**config.mk**
```make
export PLATFORM = sky130hd
export DESIGN_NAME = sipc_top
export DESIGN_NICKNAME = d
export VERILOG_FILES = /design/src/rtl/sipc_pkg.sv /design/src/rtl/sipc_flag_if.sv /design/src/rtl/sipc_flag_bank.sv /design/src/rtl/sipc_prox_ctrl.sv /design/src/rtl/sipc_top.sv
export SDC_FILE = /design/constraint.sdc
export NUM_CORES = 1
export LEC_CHECK = 0
export BUFFER_PORTS_ARGS = -buffer_cell sky130_fd_sc_hd__buf_2
export CORE_MARGIN = 2
export CORE_UTILIZATION = 55
export CTS_CLUSTER_DIAMETER = 200
export DETAILED_ROUTE_END_ITERATION = 8
export GPL_TIMING_DRIVEN = 0
export PLACE_DENSITY_LB_ADDON = 0.12
export SLEW_MARGIN = 25
export SYNTH_ARGS = -nofsm -noshare
export SYNTH_HDL_FRONTEND = slang
export SYNTH_SLANG_ARGS = --single-unit
```
**constraint.sdc**
```tcl
create_clock -name mclk -period 4.1 [get_ports mclk]
set_clock_uncertainty 0.15 [all_clocks]
set_input_delay 0.205 -clock mclk [delete_from_list [all_inputs] [get_ports mclk]]
set_output_delay 0.205 -clock mclk [all_outputs]
set_load 0.005 [all_outputs]
```
**src/rtl/sipc_pkg.sv**
```systemverilog
`default_nettype none
package sipc_pkg;
	timeunit 1ns;
	timeprecision 100ps;
	// ==========================================================
	// register offsets
	localparam logic [7:0] ADDR_STATUS1    = 8'h00;
	localparam logic [7:0] ADDR_STATUS2    = 8'h01;
	localparam logic [7:0] ADDR_ENABLE1    = 8'h02;
	localparam logic [7:0] ADDR_ENABLE2    = 8'h03;
	localparam logic [7:0] ADDR_SYS_CTRL   = 8'h0D;
	localparam logic [7:0] ADDR_PROX_THR   = 8'h10;
	localparam logic [7:0] ADDR_PILOT_CUR  = 8'h11;
	localparam logic [7:0] ADDR_NORM_RATE  = 8'h12;
	localparam logic [7:0] ADDR_TEMP_INT   = 8'h41;
	localparam logic [7:0] ADDR_TEMP_FRAC  = 8'h42;
	// ==========================================================
	// status 1 bit positions (enable 1 uses the same positions)
	localparam int BIT_ALMOST_FULL = 7;
	localparam int BIT_NEW_SAMPLE  = 6;
	localparam int BIT_AMB_OVF     = 5;
	localparam int BIT_PROX        = 4;
	localparam int BIT_LED_NC      = 3;
	localparam int BIT_TEMP_DONE   = 2;
	localparam int BIT_DSUP_RANGE  = 1;
	localparam int BIT_ASUP_UV     = 0;
	// status 2 sits above status 1 in the flag vector
	localparam int BIT_AUTH_DONE   = 8;
	localparam int NUM_FLAGS       = 9;
	localparam int BIT_SHUTDOWN    = 1;
	// ==========================================================
	// reset values and writable masks
	localparam logic [7:0] RST_ENABLE1   = 8'h00;
	localparam logic [7:0] RST_ENABLE2   = 8'h00;
	localparam logic [7:0] RST_SYS_CTRL  = 8'h00;
	localparam logic [7:0] RST_PROX_THR  = 8'h00;
	localparam logic [7:0] RST_PILOT_CUR = 8'h00;
	localparam logic [7:0] RST_NORM_RATE = 8'h00;
	localparam logic [7:0] MASK_ENABLE1  = 8'hFE;
	localparam logic [7:0] MASK_ENABLE2  = 8'h01;
	localparam logic [7:0] MASK_SYS_CTRL = 8'h02;
	// ==========================================================
	// timing
	localparam int CLK_KHZ          = 200_000;
	localparam int DSUP_QUAL_MS     = 10;
	localparam int DSUP_QUAL_CYCLES = DSUP_QUAL_MS * CLK_KHZ;
	// proximity compare: result below threshold times 2048
	localparam int PROX_SHIFT       = 11;
	localparam int RESULT_W         = 19;
	// rate code presented while in pilot (8 Hz) sampling
	localparam logic [7:0] RATE_CODE_8HZ = 8'h00;
	typedef enum logic {SIPC_NORMAL, SIPC_PROX} sipc_mode_t;
endpackage
`default_nettype wire

```
**src/rtl/sipc_flag_if.sv**
```systemverilog
`default_nettype none
interface sipc_flag_if #(parameter int W = 9);
	timeunit 1ns;
	timeprecision 100ps;
	logic [W-1:0] set;
	logic [W-1:0] clr;
	logic [W-1:0] flags;
	modport bank (input set, input clr, output flags);
	modport ctl  (output set, output clr, input flags);
endinterface
`default_nettype wire

```
**src/rtl/sipc_flag_bank.sv**
```systemverilog
`default_nettype none
module sipc_flag_bank #(
	parameter int W = 9
) (
	input  wire logic    mclk,
	input  wire logic    rst,
	input  wire logic    ce,
	sipc_flag_if.bank    fl
);
	timeunit 1ns;
	timeprecision 100ps;

	logic [W-1:0] flags_q;
	logic [W-1:0] flags_d;

	// ==========================================================
	// sticky flags
	// a set in the clearing cycle survives, so no event is lost
	assign flags_d = (flags_q & ~fl.clr) | fl.set;
	assign fl.flags = flags_q;

	always_ff @(posedge mclk or posedge rst) begin
		if (rst) begin
			flags_q <= '0;
		end else if (ce) begin
			flags_q <= flags_d;
		end
	end
endmodule
`default_nettype wire

```
**src/rtl/sipc_prox_ctrl.sv**
```systemverilog
`default_nettype none
module sipc_prox_ctrl #(
	parameter int RW = sipc_pkg::RESULT_W
) (
	input  wire logic          mclk,
	input  wire logic          rst,
	input  wire logic          ce,
	input  wire logic          prox_enable,
	input  wire logic          slot1_valid,
	input  wire logic [RW-1:0] slot1_result,
	input  wire logic [7:0]    proximity_threshold,
	output var  logic          prox_mode_q,
	output var  logic          mode_change_q
);
	timeunit 1ns;
	timeprecision 100ps;

	sipc_pkg::sipc_mode_t mode_q;
	sipc_pkg::sipc_mode_t mode_d;
	logic [RW+8-1:0] limit;
	logic            below;

	// ==========================================================
	// mode decision
	assign limit = {{(RW-sipc_pkg::PROX_SHIFT){1'b0}}, proximity_threshold, {sipc_pkg::PROX_SHIFT{1'b0}}};
	assign below = {8'h00, slot1_result} < limit;

	always_comb begin
		mode_d = mode_q;
		unique case (mode_q)
			sipc_pkg::SIPC_NORMAL: begin
				if (prox_enable && slot1_valid && below) begin
					mode_d = sipc_pkg::SIPC_PROX;
				end
			end
			sipc_pkg::SIPC_PROX: begin
				if (!prox_enable || (slot1_valid && !below)) begin
					mode_d = sipc_pkg::SIPC_NORMAL;
				end
			end
		endcase
	end

	always_ff @(posedge mclk or posedge rst) begin
		if (rst) begin
			mode_q        <= sipc_pkg::SIPC_NORMAL;
			mode_change_q <= 1'b0;
		end else if (ce) begin
			mode_q        <= mode_d;
			mode_change_q <= prox_enable && (mode_d != mode_q);
		end
	end

	assign prox_mode_q = (mode_q == sipc_pkg::SIPC_PROX);
endmodule
`default_nettype wire

```
**src/rtl/sipc_top.sv**
```systemverilog
`default_nettype none
module sipc_top #(
	parameter int DSUP_QUAL_CYCLES = sipc_pkg::DSUP_QUAL_CYCLES,
	parameter int RW               = sipc_pkg::RESULT_W
) (
	input  wire logic          mclk,
	input  wire logic          rst,
	input  wire logic          ce,
	input  wire logic [7:0]    reg_addr,
	input  wire logic          reg_wr,
	input  wire logic          reg_rd,
	input  wire logic [7:0]    reg_wdata,
	output var  logic [7:0]    reg_rdata_q,
	input  wire logic          sample_end,
	input  wire logic          led_driver_fail,
	input  wire logic          temp_done,
	input  wire logic [7:0]    temp_int,
	input  wire logic [3:0]    temp_frac,
	input  wire logic          auth_done,
	input  wire logic          almost_full_evt,
	input  wire logic          new_sample_evt,
	input  wire logic          amb_ovf_evt,
	input  wire logic          dsup_out_of_range,
	input  wire logic          asup_below_lockout,
	input  wire logic          acq_start,
	input  wire logic          slot1_valid,
	input  wire logic [RW-1:0] slot1_result,
	output var  logic          irq_q,
	output var  logic          prox_mode_q,
	output var  logic          all_slots_q,
	output var  logic [7:0]    rate_code_q,
	output var  logic [7:0]    led_current_q,
	output var  logic          use_slot_current_q,
	output var  logic          seq_start_q,
	output var  logic          prox_test_q,
	output var  logic          shutdown_control_q
);
	timeunit 1ns;
	timeprecision 100ps;

	localparam int NF = sipc_pkg::NUM_FLAGS;
	localparam int CW = $clog2(DSUP_QUAL_CYCLES + 1);
	localparam logic [CW-1:0] QUAL_LAST = CW'(DSUP_QUAL_CYCLES - 1);

	// ==========================================================
	// declarations
	logic [7:0]    enable1_q;
	logic [7:0]    enable2_q;
	logic [7:0]    proximity_threshold_q;
	logic [7:0]    pilot_led_current_q;
	logic [7:0]    normal_sample_rate_q;
	logic [1:0]    dsup_sync_q;
	logic [1:0]    asup_sync_q;
	logic          asup_prev_q;
	logic [CW-1:0] qual_cnt_q;
	logic [CW-1:0] qual_cnt_d;
	logic          qual_hit;
	logic          prox_en;
	logic          prox_mode;
	logic          prox_change;
	logic [NF-1:0] set_vec;
	logic [NF-1:0] clr_vec;
	logic [NF-1:0] en_vec;
	logic [7:0]    rd_mux;
	logic          wr_enable1;
	logic          wr_enable2;
	logic          wr_sys_ctrl;
	logic          wr_prox_thr;
	logic          wr_pilot_cur;
	logic          wr_norm_rate;
	logic          rd_status1;
	logic          rd_status2;
	logic          rd_temp;
	logic          shutdown_set;
	logic          asup_rise;
	logic          irq_any;
	logic [7:0]    rate_sel;
	logic [7:0]    led_sel;
	logic          start_direct;
	logic          start_probe;

	sipc_flag_if #(.W(NF)) flag_if ();

	function automatic logic hit(input logic [7:0] a, input logic [7:0] off);
		hit = (a == off);
	endfunction

	// ==========================================================
	// register access decode
	assign wr_enable1   = reg_wr && hit(reg_addr, sipc_pkg::ADDR_ENABLE1);
	assign wr_enable2   = reg_wr && hit(reg_addr, sipc_pkg::ADDR_ENABLE2);
	assign wr_sys_ctrl  = reg_wr && hit(reg_addr, sipc_pkg::ADDR_SYS_CTRL);
	assign wr_prox_thr  = reg_wr && hit(reg_addr, sipc_pkg::ADDR_PROX_THR);
	assign wr_pilot_cur = reg_wr && hit(reg_addr, sipc_pkg::ADDR_PILOT_CUR);
	assign wr_norm_rate = reg_wr && hit(reg_addr, sipc_pkg::ADDR_NORM_RATE);
	assign rd_status1   = reg_rd && hit(reg_addr, sipc_pkg::ADDR_STATUS1);
	assign rd_status2   = reg_rd && hit(reg_addr, sipc_pkg::ADDR_STATUS2);
	assign rd_temp      = reg_rd && (hit(reg_addr, sipc_pkg::ADDR_TEMP_INT) ||
	                                 hit(reg_addr, sipc_pkg::ADDR_TEMP_FRAC));
	assign shutdown_set = wr_sys_ctrl && reg_wdata[sipc_pkg::BIT_SHUTDOWN];

	// reads return the value before the read-clear takes effect
	always_comb begin
		rd_mux = 8'h00;
		unique case (reg_addr)
			sipc_pkg::ADDR_STATUS1:   rd_mux = flag_if.flags[7:0];
			sipc_pkg::ADDR_STATUS2:   rd_mux = {7'h00, flag_if.flags[sipc_pkg::BIT_AUTH_DONE]};
			sipc_pkg::ADDR_ENABLE1:   rd_mux = enable1_q;
			sipc_pkg::ADDR_ENABLE2:   rd_mux = enable2_q;
			sipc_pkg::ADDR_SYS_CTRL:  rd_mux = {6'h00, shutdown_control_q, 1'b0};
			sipc_pkg::ADDR_PROX_THR:  rd_mux = proximity_threshold_q;
			sipc_pkg::ADDR_PILOT_CUR: rd_mux = pilot_led_current_q;
			sipc_pkg::ADDR_NORM_RATE: rd_mux = normal_sample_rate_q;
			sipc_pkg::ADDR_TEMP_INT:  rd_mux = temp_int;
			sipc_pkg::ADDR_TEMP_FRAC: rd_mux = {4'h0, temp_frac};
			default:                  rd_mux = 8'h00;
		endcase
	end

	// ==========================================================
	// writable registers
	always_ff @(posedge mclk or posedge rst) begin
		if (rst) begin
			enable1_q             <= sipc_pkg::RST_ENABLE1;
			enable2_q             <= sipc_pkg::RST_ENABLE2;
			shutdown_control_q    <= sipc_pkg::RST_SYS_CTRL[sipc_pkg::BIT_SHUTDOWN];
			proximity_threshold_q <= sipc_pkg::RST_PROX_THR;
			pilot_led_current_q   <= sipc_pkg::RST_PILOT_CUR;
			normal_sample_rate_q  <= sipc_pkg::RST_NORM_RATE;
			reg_rdata_q           <= 8'h00;
		end else if (ce) begin
			if (wr_enable1) enable1_q <= reg_wdata & sipc_pkg::MASK_ENABLE1;
			if (wr_enable2) enable2_q <= reg_wdata & sipc_pkg::MASK_ENABLE2;
			if (wr_sys_ctrl) shutdown_control_q <= reg_wdata[sipc_pkg::BIT_SHUTDOWN];
			if (wr_prox_thr) proximity_threshold_q <= reg_wdata;
			if (wr_pilot_cur) pilot_led_current_q <= reg_wdata;
			if (wr_norm_rate) normal_sample_rate_q <= reg_wdata;
			if (reg_rd) reg_rdata_q <= rd_mux;
		end
	end

	// ==========================================================
	// supply monitors, both asynchronous to mclk
	always_ff @(posedge mclk or posedge rst) begin
		if (rst) begin
			dsup_sync_q <= 2'h0;
			asup_sync_q <= 2'h0;
			asup_prev_q <= 1'b0;
		end else if (ce) begin
			dsup_sync_q <= {dsup_sync_q[0], dsup_out_of_range};
			asup_sync_q <= {asup_sync_q[0], asup_below_lockout};
			asup_prev_q <= asup_sync_q[1];
		end
	end

	// rising lockout only
	// a level would re-set the flag after every read while the supply stays low
	assign asup_rise = asup_sync_q[1] && !asup_prev_q;

	assign qual_hit   = dsup_sync_q[1] && (qual_cnt_q == QUAL_LAST);
	assign qual_cnt_d = (!dsup_sync_q[1] || qual_hit) ? '0 : qual_cnt_q + CW'(1);

	always_ff @(posedge mclk or posedge rst) begin
		if (rst) begin
			qual_cnt_q <= '0;
		end else if (ce) begin
			qual_cnt_q <= qual_cnt_d;
		end
	end

	// ==========================================================
	// proximity controller
	// enable gates the mode
	assign prox_en = enable1_q[sipc_pkg::BIT_PROX];

	sipc_prox_ctrl #(.RW(RW)) u_prox (
		.mclk                (mclk),
		.rst                 (rst),
		.ce                  (ce),
		.prox_enable         (prox_en),
		.slot1_valid         (slot1_valid),
		.slot1_result        (slot1_result),
		.proximity_threshold (proximity_threshold_q),
		.prox_mode_q         (prox_mode),
		.mode_change_q       (prox_change)
	);

	// ==========================================================
	// flag set and clear vectors
	always_comb begin
		set_vec = '0;
		set_vec[sipc_pkg::BIT_ALMOST_FULL] = almost_full_evt;
		set_vec[sipc_pkg::BIT_NEW_SAMPLE]  = new_sample_evt;
		set_vec[sipc_pkg::BIT_AMB_OVF]     = amb_ovf_evt;
		set_vec[sipc_pkg::BIT_PROX]        = prox_change;
		set_vec[sipc_pkg::BIT_LED_NC]      = sample_end && led_driver_fail &&
		                                     enable1_q[sipc_pkg::BIT_LED_NC];
		set_vec[sipc_pkg::BIT_TEMP_DONE]   = temp_done;
		set_vec[sipc_pkg::BIT_DSUP_RANGE]  = qual_hit;
		set_vec[sipc_pkg::BIT_ASUP_UV]     = asup_rise;
		set_vec[sipc_pkg::BIT_AUTH_DONE]   = auth_done;
	end

	always_comb begin
		clr_vec = {1'b0, {8{rd_status1}}};
		clr_vec[sipc_pkg::BIT_TEMP_DONE] = rd_status1 || rd_temp;
		clr_vec[sipc_pkg::BIT_ASUP_UV]   = rd_status1 || shutdown_set;
		clr_vec[sipc_pkg::BIT_AUTH_DONE] = rd_status2;
	end

	assign flag_if.set = set_vec;
	assign flag_if.clr = clr_vec;

	sipc_flag_bank #(.W(NF)) u_flags (
		.mclk (mclk),
		.rst  (rst),
		.ce   (ce),
		.fl   (flag_if)
	);

	// ==========================================================
	// interrupt request
	// undervoltage has no enable bit, so it always requests
	// per-event gating
	assign en_vec = {enable2_q[0], enable1_q[7:1], 1'b1};
	assign irq_any = |(flag_if.flags & en_vec);

	always_ff @(posedge mclk or posedge rst) begin
		if (rst) begin
			irq_q <= 1'b0;
		end else if (ce) begin
			irq_q <= irq_any;
		end
	end

	// ==========================================================
	// acquisition steering
	// pilot sampling pins rate and current; the host's rate only matters in normal mode
	assign rate_sel     = prox_mode ? sipc_pkg::RATE_CODE_8HZ : normal_sample_rate_q;
	assign led_sel      = prox_mode ? pilot_led_current_q : 8'h00;
	// a start with detection on pulses prox_test_q instead of seq_start_q
	assign start_direct = acq_start && !prox_en;
	assign start_probe  = acq_start && prox_en;

	always_ff @(posedge mclk or posedge rst) begin
		if (rst) begin
			prox_mode_q        <= 1'b0;
			all_slots_q        <= 1'b1;
			rate_code_q        <= sipc_pkg::RST_NORM_RATE;
			led_current_q      <= 8'h00;
			use_slot_current_q <= 1'b1;
			seq_start_q        <= 1'b0;
			prox_test_q        <= 1'b0;
		end else if (ce) begin
			prox_mode_q        <= prox_mode;
			all_slots_q        <= !prox_mode;
			rate_code_q        <= rate_sel;
			led_current_q      <= led_sel;
			use_slot_current_q <= !prox_mode;
			seq_start_q        <= start_direct;
			prox_test_q        <= start_probe;
		end
	end
endmodule
`default_nettype wire

```
==> out/qor.yml, run 1 <==
outcome:
  run_status: "complete, no violations"
timing:
  fin_crit_sh: 0.593
  drv_slew: 0
  timing.fmax_mhz: 412
  finalCriticalPeriod_ns: 2.43
  setup-tns-final_ns: 0
  worst_pin_slew_ns: 1.04
  relSlewSlack: 0.301
  rsz0062_at_grt: "no"
  finalHoldViolCount: 0
  finalWorstSetupSlack_ns: 1.67
  setup_viol: 0
synthesis:
  yosysTopAreaCell: "dfrtp_1"
  synth_cell_types: 71
  ys_seq_elements: 99
  ys.flop_type: "dfrtp_1"
  yosys-top-cells-area: "dfrtp_1, mux2_2, nand2_1"
  yosysSeqAreaShare: 0.482
  syn_inst: 495
  syn_nets: 566
  ys_warn_count: 0
  syn_avg_cell_area_um2: 10.4
  synth_edf_count: 0
  synthesis.area_um2: 5150
  synth_top_cell_area_share: 0.476
  synthArstFlopShare: 1.00
layout:
  syn_to_final_growth_pct: 18.6
  nNetsFinal: 674
  fill_cells: 728
  n_antenna_cell: 0
  stdcell_area_um2: 6110
  fin_util: 0.667
  drive_above_1_share: 0.257
die:
  die_h_um: 101
  boundaryPins: 94
  initial_core_util: 0.562
  dieArea_um2: 10100
  fp.dieW_um: 101
  core_um2: 9150
  rows: 35
route:
  vias: 4418
  postRouteAntennaNets: 0
  wl_per_cell_um: 19.5
  wl_mm: 14.0
  dr.pass1.iters: 5
  vias_per_cell: 6.14
  drt_iter0_markers: 391
  route.detailed.drc: 0
cts:
  root_buffer: "clkbuf_8"
  cts_resized: 0
  h-tree-depth: 3
  cts.clk_slew.worst_paths_ns: 0.11
  clockBufferDepth: 2
  clock_latency_ns: 0.38
  clock-sinks: 99
  post_cts_buffers: 0
  numCtsBuffers: 9
  cts_tree: "yes"
  ctsHoldBuffers: 17
setup_path:
  path_delay_family: "buffers and inverters"
  r2r_end: "qual_cnt_q[1]"
  cp_data_arrival_time_ns: 2.61
  endpoint: "u_flags.fl.flags[3]"
  crit_slowest_cell: "dlygate4sd3_1"
  rr_startpoint: "qual_cnt_q[8]"
  startpoint: "ce"
  worst-r2r-setup-slack_ns: 1.68
  worst-path-stages: 7
  cp_cell_sequence: "buf_2 -> clkbuf_1 -> clkbuf_1 -> clkbuf_1 -> nand4_1 -> dlygate4sd3_1 -> nand2_1"
  path_buf_inv: 5
  cp_max_fo: 10
  crit_type: "input pin to register"
  cp.required_ns: 4.28
  critPathMaxStageDelay_ns: 0.60
  cpMostUsedCell: "clkbuf_1"
  endpoint_kind: "register"
  reg2regPathDepth: 5
  start_kind: "input pin"
global_route:
  globalRouteOverflowTotal: 0
  grt_max_degree: 72
  grt_pass1_vias: 4124
  track_usage: 0.290
  grt_pass1_wl_mm: 22.5
  antenna_found_initial: 0
place:
  dpl_cell_area_um2: 5710
  dp_hpwl_mm: 10.2
  pre_cts_slack_ns: 1.60
  port_buffers: 79
  globalplace.congestion: 0.888
flow_run:
  max_cap_viol_count: 0
worst_hold_path:
  hold_class: "input pin to register"
power_and_ir_drop:
  p_leak_nw: 2.80
  p_total_mw: 1.92
  p_per_area_nw_per_um2: 314
  vdd_drop_max_uv: 290
==> layout by cell type, fill, tap and decap left out, types with 7 or more instances in the layout <==
cell           instances
dfrtp_1               98
buf_2                 81
nand2_1               39
inv_1                 37
mux2_2                36
o21ai_0               26
clkbuf_1              20
nand3_1               20
dlygate4sd3_1         17
a22o_1                14
a21oi_1               14
nor3_1                13
mux2i_1               11
nand4_1               10
a22oi_1               10
o22ai_1                9
clkbuf_8               9
xnor2_1                8
ha_1                   8
and3_1                 7
==> area by class of cell <==
| cell class | count | area [um2] | share of cell area |
|---|---|---|---|
| plain buffers | 29 | 124 | 0.0203 |
| flip-flops and latches | 99 | 2480 | 0.406 |
| clock buffers | 9 | 124 | 0.0203 |
| well taps | 111 | 139 | 0.0227 |
| clock inverters | 7 | 92.6 | 0.0152 |
| inverters | 38 | 148 | 0.0242 |
| multi-input cells | 329 | 2410 | 0.394 |
| repair buffers | 97 | 593 | 0.0971 |
==> Yosys cell counts, types with 7 or more instances <==
| cell type | instances |
|---|---|
| dfrtp_1 | 98 |
| xnor2_1 | 8 |
| nor3_1 | 13 |
| and3_1 | 7 |
| mux2i_1 | 11 |
| o22ai_1 | 9 |
| nand4_1 | 10 |
| a22oi_1 | 10 |
| clkbuf_1 | 20 |
| mux2_2 | 36 |
| nand3_1 | 20 |
| nand2_1 | 39 |
| a22o_1 | 14 |
| a21oi_1 | 14 |
| inv_1 | 38 |
| o21ai_0 | 26 |
| ha_1 | 8 |
==> stage by stage <==
step / hold slack, ns / cells
floorplan: 0.201 / 495
global placement: 0.285 / 685
detailed placement: 0.0441 / 686
CTS: 0.00592 / 719
global route: 0.0182 / 719
finish: 0.0208 / 719
==> power by group <==
part | internal [mW] | switching [mW] | total [mW]
logic | 0.0820 | 0.121 | 0.203
registers | 1.00 | 0.0242 | 1.02
clock network | 0.301 | 0.392 | 0.693
total | 1.38 | 0.537 | 1.92
==> cell families (layout without fill, tap and decap cells) <==
logic type | count (synthesis) | count (layout) | share of synthesized area
xor gates and xnor gates | 9 | 9 | 0.0153
DFF | 99 | 99 | 0.482
and+or+nand+nor | 148 | 148 | 0.171
adders and majority gates | 8 | 8 | 0.0194
buffers and inverters | 67 | 180 | 0.0518
muxes | 47 | 47 | 0.100
AOI/OAI and AO/OA | 117 | 117 | 0.161
==> layer usage <==
metal  vias to the layer above  track usage  wire (um)
li1                       2049            -          -
met5                         -            0          0
met3                        22       0.0409       1000
met1                      2161        0.447       6550
met4                         0       0.0896        274
met2                       186        0.424       6180
==> worst register-to-register path, stage by stage (launching register included) <==
cell	delay, ns
dfrtp_1	0.46
or4b_1	0.55
or4_4	0.54
o21ai_4	0.31
buf_6	0.20
o22ai_2	0.08
==> flip-flops by register name, summed over array words and instances, names as in the netlist, 7 cells and up <==
signal and cells:
rate_code_q 8, qual_cnt_q 21, proximity_threshold_q 8, pilot_led_current_q 8, normal_sample_rate_q 8, enable1_q 7
u_flags.fl.flags 9, reg_rdata_q 8, led_current_q 8
==> how the worst min path moves through the flow <==
stage,from,end,slack (ns),depth (start not counted)
floorplan,amb_ovf_evt,u_flags.fl.flags[5],0.20,1
global placement,asup_below_lockout,asup_sync_q[0],0.29,2
detailed placement,rst,asup_prev_q,0.04,2
CTS,reg_wdata[0],enable2_q[0],0.006,2
global route,reg_wdata[0],proximity_threshold_q[0],0.02,2
finish,reg_wdata[0],proximity_threshold_q[0],0.02,2
(Power assumes the default switching activity.)
==> run 2: changes to the inputs <==
==> constraint.sdc (replaced) <==
create_clock -name mclk -period 2.4 [get_ports mclk]
set_clock_uncertainty 0.15 [all_clocks]
set_input_delay 0.12 -clock mclk [delete_from_list [all_inputs] [get_ports mclk]]
set_output_delay 0.12 -clock mclk [all_outputs]
set_load 0.005 [all_outputs]
==> run 2 against run 1 <==
Critical path type is now register to register. Sequential power up 72%. Cell area grew 1.0%. Worst setup slack worse by 1.6 ns.
==> out/qor.yml, run 2 (same netlist as run 1, synthesis figures left out) <==
outcome:
  run_status: "complete, no violations"
layout:
  fill_cells: 741  # +1.8%
  largest_reg_flops: 21  # unchanged
  layout_common_cells: "dfrtp_1, buf_2, nand2_1"
  syn_to_final_growth_pct: 19.9
  fin_util: 0.674  # +0.00683
  n_antenna_cell: 0  # unchanged
  top_register: "qual_cnt_q"
  nNetsFinal: 682  # +1.2%
  layout_commonest_cell: "dfrtp_1"
  drive_above_1_share: 0.260  # +0.00316
route:
  wl_mm: 14.2  # +1.6%
  vias_per_cell: 6.15  # about the same
  route.detailed.drc: 0  # unchanged
  postRouteAntennaNets: 0  # unchanged
  dr.pass1.iters: 5  # unchanged
  vias: 4471  # +1.2%
  drt_iter0_markers: 284  # -27%
  wl_per_cell_um: 19.6  # +0.45%
timing:
  worst_pin_slew_ns: 1.08  # +0.0430 ns
  drv_slew: 0  # unchanged
  finalCriticalPeriod_ns: 2.35
  setup_viol: 0  # unchanged
  relSlewSlack: 0.272  # -0.0290
  finalHoldViolCount: 0  # unchanged
  timing.fmax_mhz: 425
  rsz0062_at_grt: "no"
  fin_crit_sh: 0.980
  setup-tns-final_ns: 0  # unchanged
power_and_ir_drop:
  p_leak_nw: 2.82  # +1.0%
  p_total_mw: 3.19  # +66%
  p_per_area_nw_per_um2: 516  # +64%
  vdd_drop_max_uv: 302  # +4.4%
cts:
  clockBufferDepth: 2  # unchanged
  h-tree-depth: 3  # unchanged
  numCtsBuffers: 9  # unchanged
  root_buffer: "clkbuf_8"
  clock_latency_ns: 0.38  # about the same
  cts.clk_slew.worst_paths_ns: 0.11  # about the same
  cts_tree: "yes"
  clock-sinks: 99  # unchanged
die:
  dieArea_um2: 10100  # unchanged
  fp.dieW_um: 101  # unchanged
  die_h_um: 101  # unchanged
  initial_core_util: 0.562  # unchanged
  boundaryPins: 94  # unchanged
  rows: 35  # unchanged
  core_um2: 9150  # unchanged
global_route:
  grt_pass1_vias: 4256  # +3.2%
  globalRouteOverflowTotal: 0  # unchanged
  grt_pass1_wl_mm: 22.2  # -1.2%
  grt_max_degree: 30  # -58%
  antenna_found_initial: 0  # unchanged
  track_usage: 0.288  # -0.00217
worst_hold_path:
  hold_class: "input pin to register"
  hold_start: "temp_int[7]"
place:
  globalplace.congestion: 0.919  # +3.5%
  port_buffers: 79  # unchanged
  dp_hpwl_mm: 10.4  # +2.6%
setup_path:
  start_kind: "register"
  endpoint_kind: "register"
  cp_data_arrival_time_ns: 2.43  # -0.18 ns
  cp_cell_sequence: "or4b_1 -> or4_4 -> o21ai_4 -> buf_4 -> o221ai_1"
  rr_startpoint: "qual_cnt_q[8]"
  crit_type: "register to register"
  critPathMaxStageDelay_ns: 0.56  # -0.04 ns
  crit_slowest_cell: "or4b_1"
  cp_max_fo: 7  # -3
  cp.required_ns: 2.48  # -1.80 ns
  startpoint: "qual_cnt_q[8]"
flow_run:
  max_cap_viol_count: 0  # unchanged
==> run 2: cell count changes in the layout (fill, tap and decap cells not counted), moves of 2 or more <==
cell	previous run	this run
buf_4	1	3
inv_6	5	3
buf_12	0	2
clkinv_4	0	2
dlygate4sd3_1	17	21
==> run 2: worst max-delay path: cells and delay by family, from the launching register on <==
| kind | cells | cell delay (ns) |
|---|---|---|
| and+or+nand+nor | 2 | 1.11 |
| DFF | 1 | 0.46 |
| AOI/OAI and AO/OA | 2 | 0.34 |
| buffers and inverters | 1 | 0.15 |
==> run 2: through the flow <==
step	instance area [um2]	cells	hold WS (ns)	worst slack, ns
3_5_place_dp	5750	688	0.0620	-0.0304
4_1_cts	6170	727	0.0365	0.0864
2_1_floorplan	5150	495	0.116	0.220
3_3_place_gp	5690	685	0.202	0.00563
5_1_grt	6170	727	0.0490	0.00279
6_report	6170	727	0.0393	0.0474
==> run 2: cell type report <==
cell class	instances	area, um2	area share
Sequential cell	99	2480	0.402
Multi-Input combinational cell	329	2400	0.389
Timing Repair Buffer	105	688	0.112
Inverter	38	146	0.0237
Tap cell	111	139	0.0225
Buffer	29	125	0.0203
Clock buffer	9	124	0.0201
Clock inverter	7	66.3	0.0107
==> run 2: final timing paths <==
path	slack, ns	end	cells past startpoint
max in group asynchronous	0.97	led_current_q[3]	6
worst min-delay path	0.04	reg_rdata_q[7]	4
worst min register to register	0.34	use_slot_current_q	2
worst max-delay path	0.05	qual_cnt_q[3]	5
min in group asynchronous	0.19	asup_sync_q[1]	3
worst max register to register	0.05	qual_cnt_q[3]	5
==> run 2: timing repair <==
action | in CTS | in global routing
pin swaps | 1 | 0
endpoints found under the setup margin | 4 | 1
gates resized for setup | 0 | 2
hold buffers | 21 | 0
buffers inserted | 2 | 0
hold endpoints to repair | 65 | 0
==> run 2: routing by layer <==
metal / vias to the layer above / part of all wire / wire, um / track usage
li1: 2072 / - / - / -
met1: 2160 / 0.46 / 6490 / 0.429
met2: 212 / 0.44 / 6270 / 0.426
met3: 27 / 0.077 / 1100 / 0.0423
met4: 0 / 0.025 / 360 / 0.110
met5: - / 0 / 0 / 0
==> run 2: report_power, final <==
group	total (mW)	leakage [nW]	internal (mW)	switching, mW
logic	0.361	1.40	0.153	0.208
clock network	1.07	0.0986	0.407	0.666
registers	1.75	1.32	1.71	0.0416
total	3.19	2.82	2.27	0.915
==> run 3: changes to the inputs <==
--- a/config.mk
+++ b/config.mk
@@ -15,4 +15,5 @@
 export SLEW_MARGIN = 25
 export SYNTH_ARGS = -nofsm -noshare
 export SYNTH_HDL_FRONTEND = slang
+export SYNTH_HIERARCHICAL = 1
 export SYNTH_SLANG_ARGS = --single-unit
==> run 3 against run 2 <==
Wire length shrank 3.8%. Worst setup slack gained 0.027 ns. Largest power group unchanged. Critical endpoint is now qual_cnt_q[14]. Clock power grew 7%. Non-clock buffer count grew 1. Maximum frequency grew 1.2%.
==> out/qor.yml, run 3 <==
route:
  vias_per_cell: 5.79  # -5.8%
  dr.pass1.iters: 5  # unchanged
  vias: 4264  # -4.6%
  drt_iter0_markers: 275  # -3.2%
  wl_mm: 13.7  # -3.8%
  postRouteAntennaNets: 0  # unchanged
  wl_per_cell_um: 18.6  # -4.9%
  route.detailed.drc: 0  # unchanged
global_route:
  grt_max_degree: 33  # +10%
  grt_pass1_wl_mm: 22.0  # -0.78%
  track_usage: 0.286  # -0.00121
  grt_pass1_vias: 4200  # -1.3%
  globalRouteOverflowTotal: 0  # unchanged
  antenna_found_initial: 0  # unchanged
synthesis:
  synth_common_cells: "dfrtp_1, nand2_1, mux2_2"
  yosys-top-cells-area: "dfrtp_1, mux2_2, nand2_1"
  synthesis.area_um2: 5090  # -1.1%
  synth_cell_types: 60  # -15%
  yosysTopAreaCell: "dfrtp_1"
  syn_nets: 570  # +0.71%
  synthArstFlopShare: 1.00  # unchanged
  ys_warn_count: 6  # +6
  ys_seq_elements: 99  # unchanged
  yosysMostFrequentCell: "dfrtp_1"
  synth_edf_count: 0  # unchanged
  syn_avg_cell_area_um2: 10.2  # -1.9%
  syn_inst: 499  # +0.81%
  ys.flop_type: "dfrtp_1"
  yosysSeqAreaShare: 0.487  # +0.00544
  synth_top_cell_area_share: 0.482  # +0.00539
place:
  port_buffers: 79  # unchanged
  dp_cells: 691  # +0.44%
  pre_cts_slack_ns: -0.372  # -0.342 ns
  globalplace.congestion: 0.919  # about the same
  dp_hpwl_mm: 10.3  # -0.97%
layout:
  syn_to_final_growth_pct: 21.8
  nNetsFinal: 691  # +1.3%
  largest_reg_flops: 21  # unchanged
  stdcell_count: 736  # +1.2%
  n_antenna_cell: 0  # unchanged
  top_register: "qual_cnt_q"
  layout_commonest_cell: "dfrtp_1"
  drive_above_1_share: 0.274  # +0.0139
  fill_cells: 759  # +2.4%
  layout_common_cells: "dfrtp_1, buf_2, nand2_1"
die:
  initial_core_util: 0.559  # -0.00361
  die_h_um: 100  # -0.54%
  rows: 35  # unchanged
  dieArea_um2: 10000  # -1.1%
  boundaryPins: 94  # unchanged
  fp.dieW_um: 100  # -0.54%
  core_um2: 9110  # -0.48%
setup_path:
  crit_slowest_cell: "or4_4"
  cp_max_fo: 10  # +3
  critPathMaxStageDelay_ns: 0.55  # about the same
  endpoint_kind: "register"
  rr_startpoint: "qual_cnt_q[8]"
  worst-r2r-setup-slack_ns: 0.07  # +0.03 ns
  r2r_end: "qual_cnt_q[14]"
  path_buf_inv: 2  # +1
  start_kind: "register"
  cp_cell_sequence: "or4b_1 -> or4_4 -> o21ai_4 -> and2_4 -> buf_12 -> buf_12 -> nor2_1"
  cpMostUsedCell: "buf_12"
  path_delay_family: "simple AND/OR/NAND/NOR gates"
  crit_type: "register to register"
  cp_data_arrival_time_ns: 2.44  # about the same
  cp.required_ns: 2.51  # +0.03 ns
  reg2regPathDepth: 7  # +2
cts:
  h-tree-depth: 3  # unchanged
  cts_tree: "yes"
  clock_latency_ns: 0.37  # about the same
  numCtsBuffers: 9  # unchanged
  root_buffer: "clkbuf_8"
  clockBufferDepth: 2  # unchanged
  clock-sinks: 99  # unchanged
  cts.clk_slew.worst_paths_ns: 0.12  # about the same
timing:
  setup_viol: 0  # unchanged
  whs_ns: 0.000539  # -0.0388 ns
  drv_slew: 0  # unchanged
  finalWorstSetupSlack_ns: 0.0746  # +0.0272 ns
  worst_pin_slew_ns: 0.841  # -0.241 ns
  rsz0062_at_grt: "no"
  relSlewSlack: 0.435  # +0.162
  finalCriticalPeriod_ns: 2.33  # -0.0272 ns
  timing.fmax_mhz: 430  # +1.2%
  setup-tns-final_ns: 0  # unchanged
  finalHoldViolCount: 0  # unchanged
  fin_crit_sh: 0.969  # -0.0113
power_and_ir_drop:
  p_leak_nw: 2.80  # -0.66%
  p_total_mw: 3.32  # +4.4%
  vdd_drop_max_uv: 431  # +43%
  p_per_area_nw_per_um2: 536  # +3.9%
worst_hold_path:
  hold_class: "input pin to async pin"
flow_run:
  max_cap_viol_count: 0  # unchanged
outcome:
  run_status: "complete, no violations"
[run 3: cell count changes after synthesis, sizes merged, moves of 5 or more]
cell / before / now
buf: 8 / 14
clkbuf: 21 / 11
mux2: 36 / 43
nand2: 39 / 45
nand4: 12 / 7
nor2: 6 / 42
or4: 7 / 2
xor2: 1 / 8
[run 3: cell type report]
type | count | area (um2) | area share
flip-flops and latches | 99 | 2480 | 0.400
multi-input cells | 339 | 2340 | 0.378
repair buffers | 110 | 716 | 0.115
plain buffers | 25 | 156 | 0.0252
inverters | 36 | 139 | 0.0224
well taps | 111 | 139 | 0.0224
clock buffers | 9 | 124 | 0.0200
clock inverters | 7 | 98.8 | 0.0159
[run 3: per-layer routing]
layer / global-route usage / vias up / share of wire
met5: 0 / - / 0
met4: 0.105 / 0 / 0.028
met3: 0.0460 / 30 / 0.046
met2: 0.464 / 147 / 0.48
met1: 0.391 / 2070 / 0.45
li1: - / 2017 / -
[run 3: how the worst max path moves through the flow]
stage,endpoint,startpoint,cells past startpoint
after floorplan,qual_cnt_q[19],qual_cnt_q[9],7
after global routing,qual_cnt_q[14],qual_cnt_q[9],7
final,qual_cnt_q[14],qual_cnt_q[8],7
after global placement,enable1_q[3],reg_addr[0],6
after detailed placement,enable1_q[7],reg_addr[0],6
after CTS,qual_cnt_q[14],qual_cnt_q[8],7
[run 3: through the flow]
| step | util | cell area (um2) |
|---|---|---|
| global placement | 0.618 | 5630 |
| floorplan | - | 5090 |
| global route | 0.680 | 6200 |
| detailed placement | 0.624 | 5680 |
| finish | 0.680 | 6200 |
| CTS | 0.677 | 6170 |
[run 3: tightest hold or removal path, stage by stage]
cell	delay [ns]
dlygate4sd3_1	0.52
buf_2	0.14
inv_1	0.09
[run 3: what timing repair did]
item                       4_1_cts  5_1_grt
resized for setup                0        3
hold endpoints to repair        87        0
hold buffers                    25        0
setup endpoints to repair       10       26
buffers inserted                 2        2
pin swaps                        0        1
[run 3: power breakdown]
group	leakage (nW)	total [mW]	internal [mW]	switching [mW]
sequential	1.31	1.77	1.73	0.0485
combinational	1.38	0.409	0.188	0.221
clock	0.110	1.14	0.434	0.707
total	2.80	3.32	2.35	0.976
[run 3: cells by family (layout without fill, tap and decap cells)]
kind of cell	Yosys count	after routing	synth area share
muxes	51	51	0.111
xor gates and xnor gates	19	19	0.0327
DFF	99	99	0.487
buffers and inverters	61	187	0.0573
AOI/OAI and AO/OA	93	93	0.121
and+or+nand+nor	168	168	0.171
adders and majority gates	8	8	0.0197
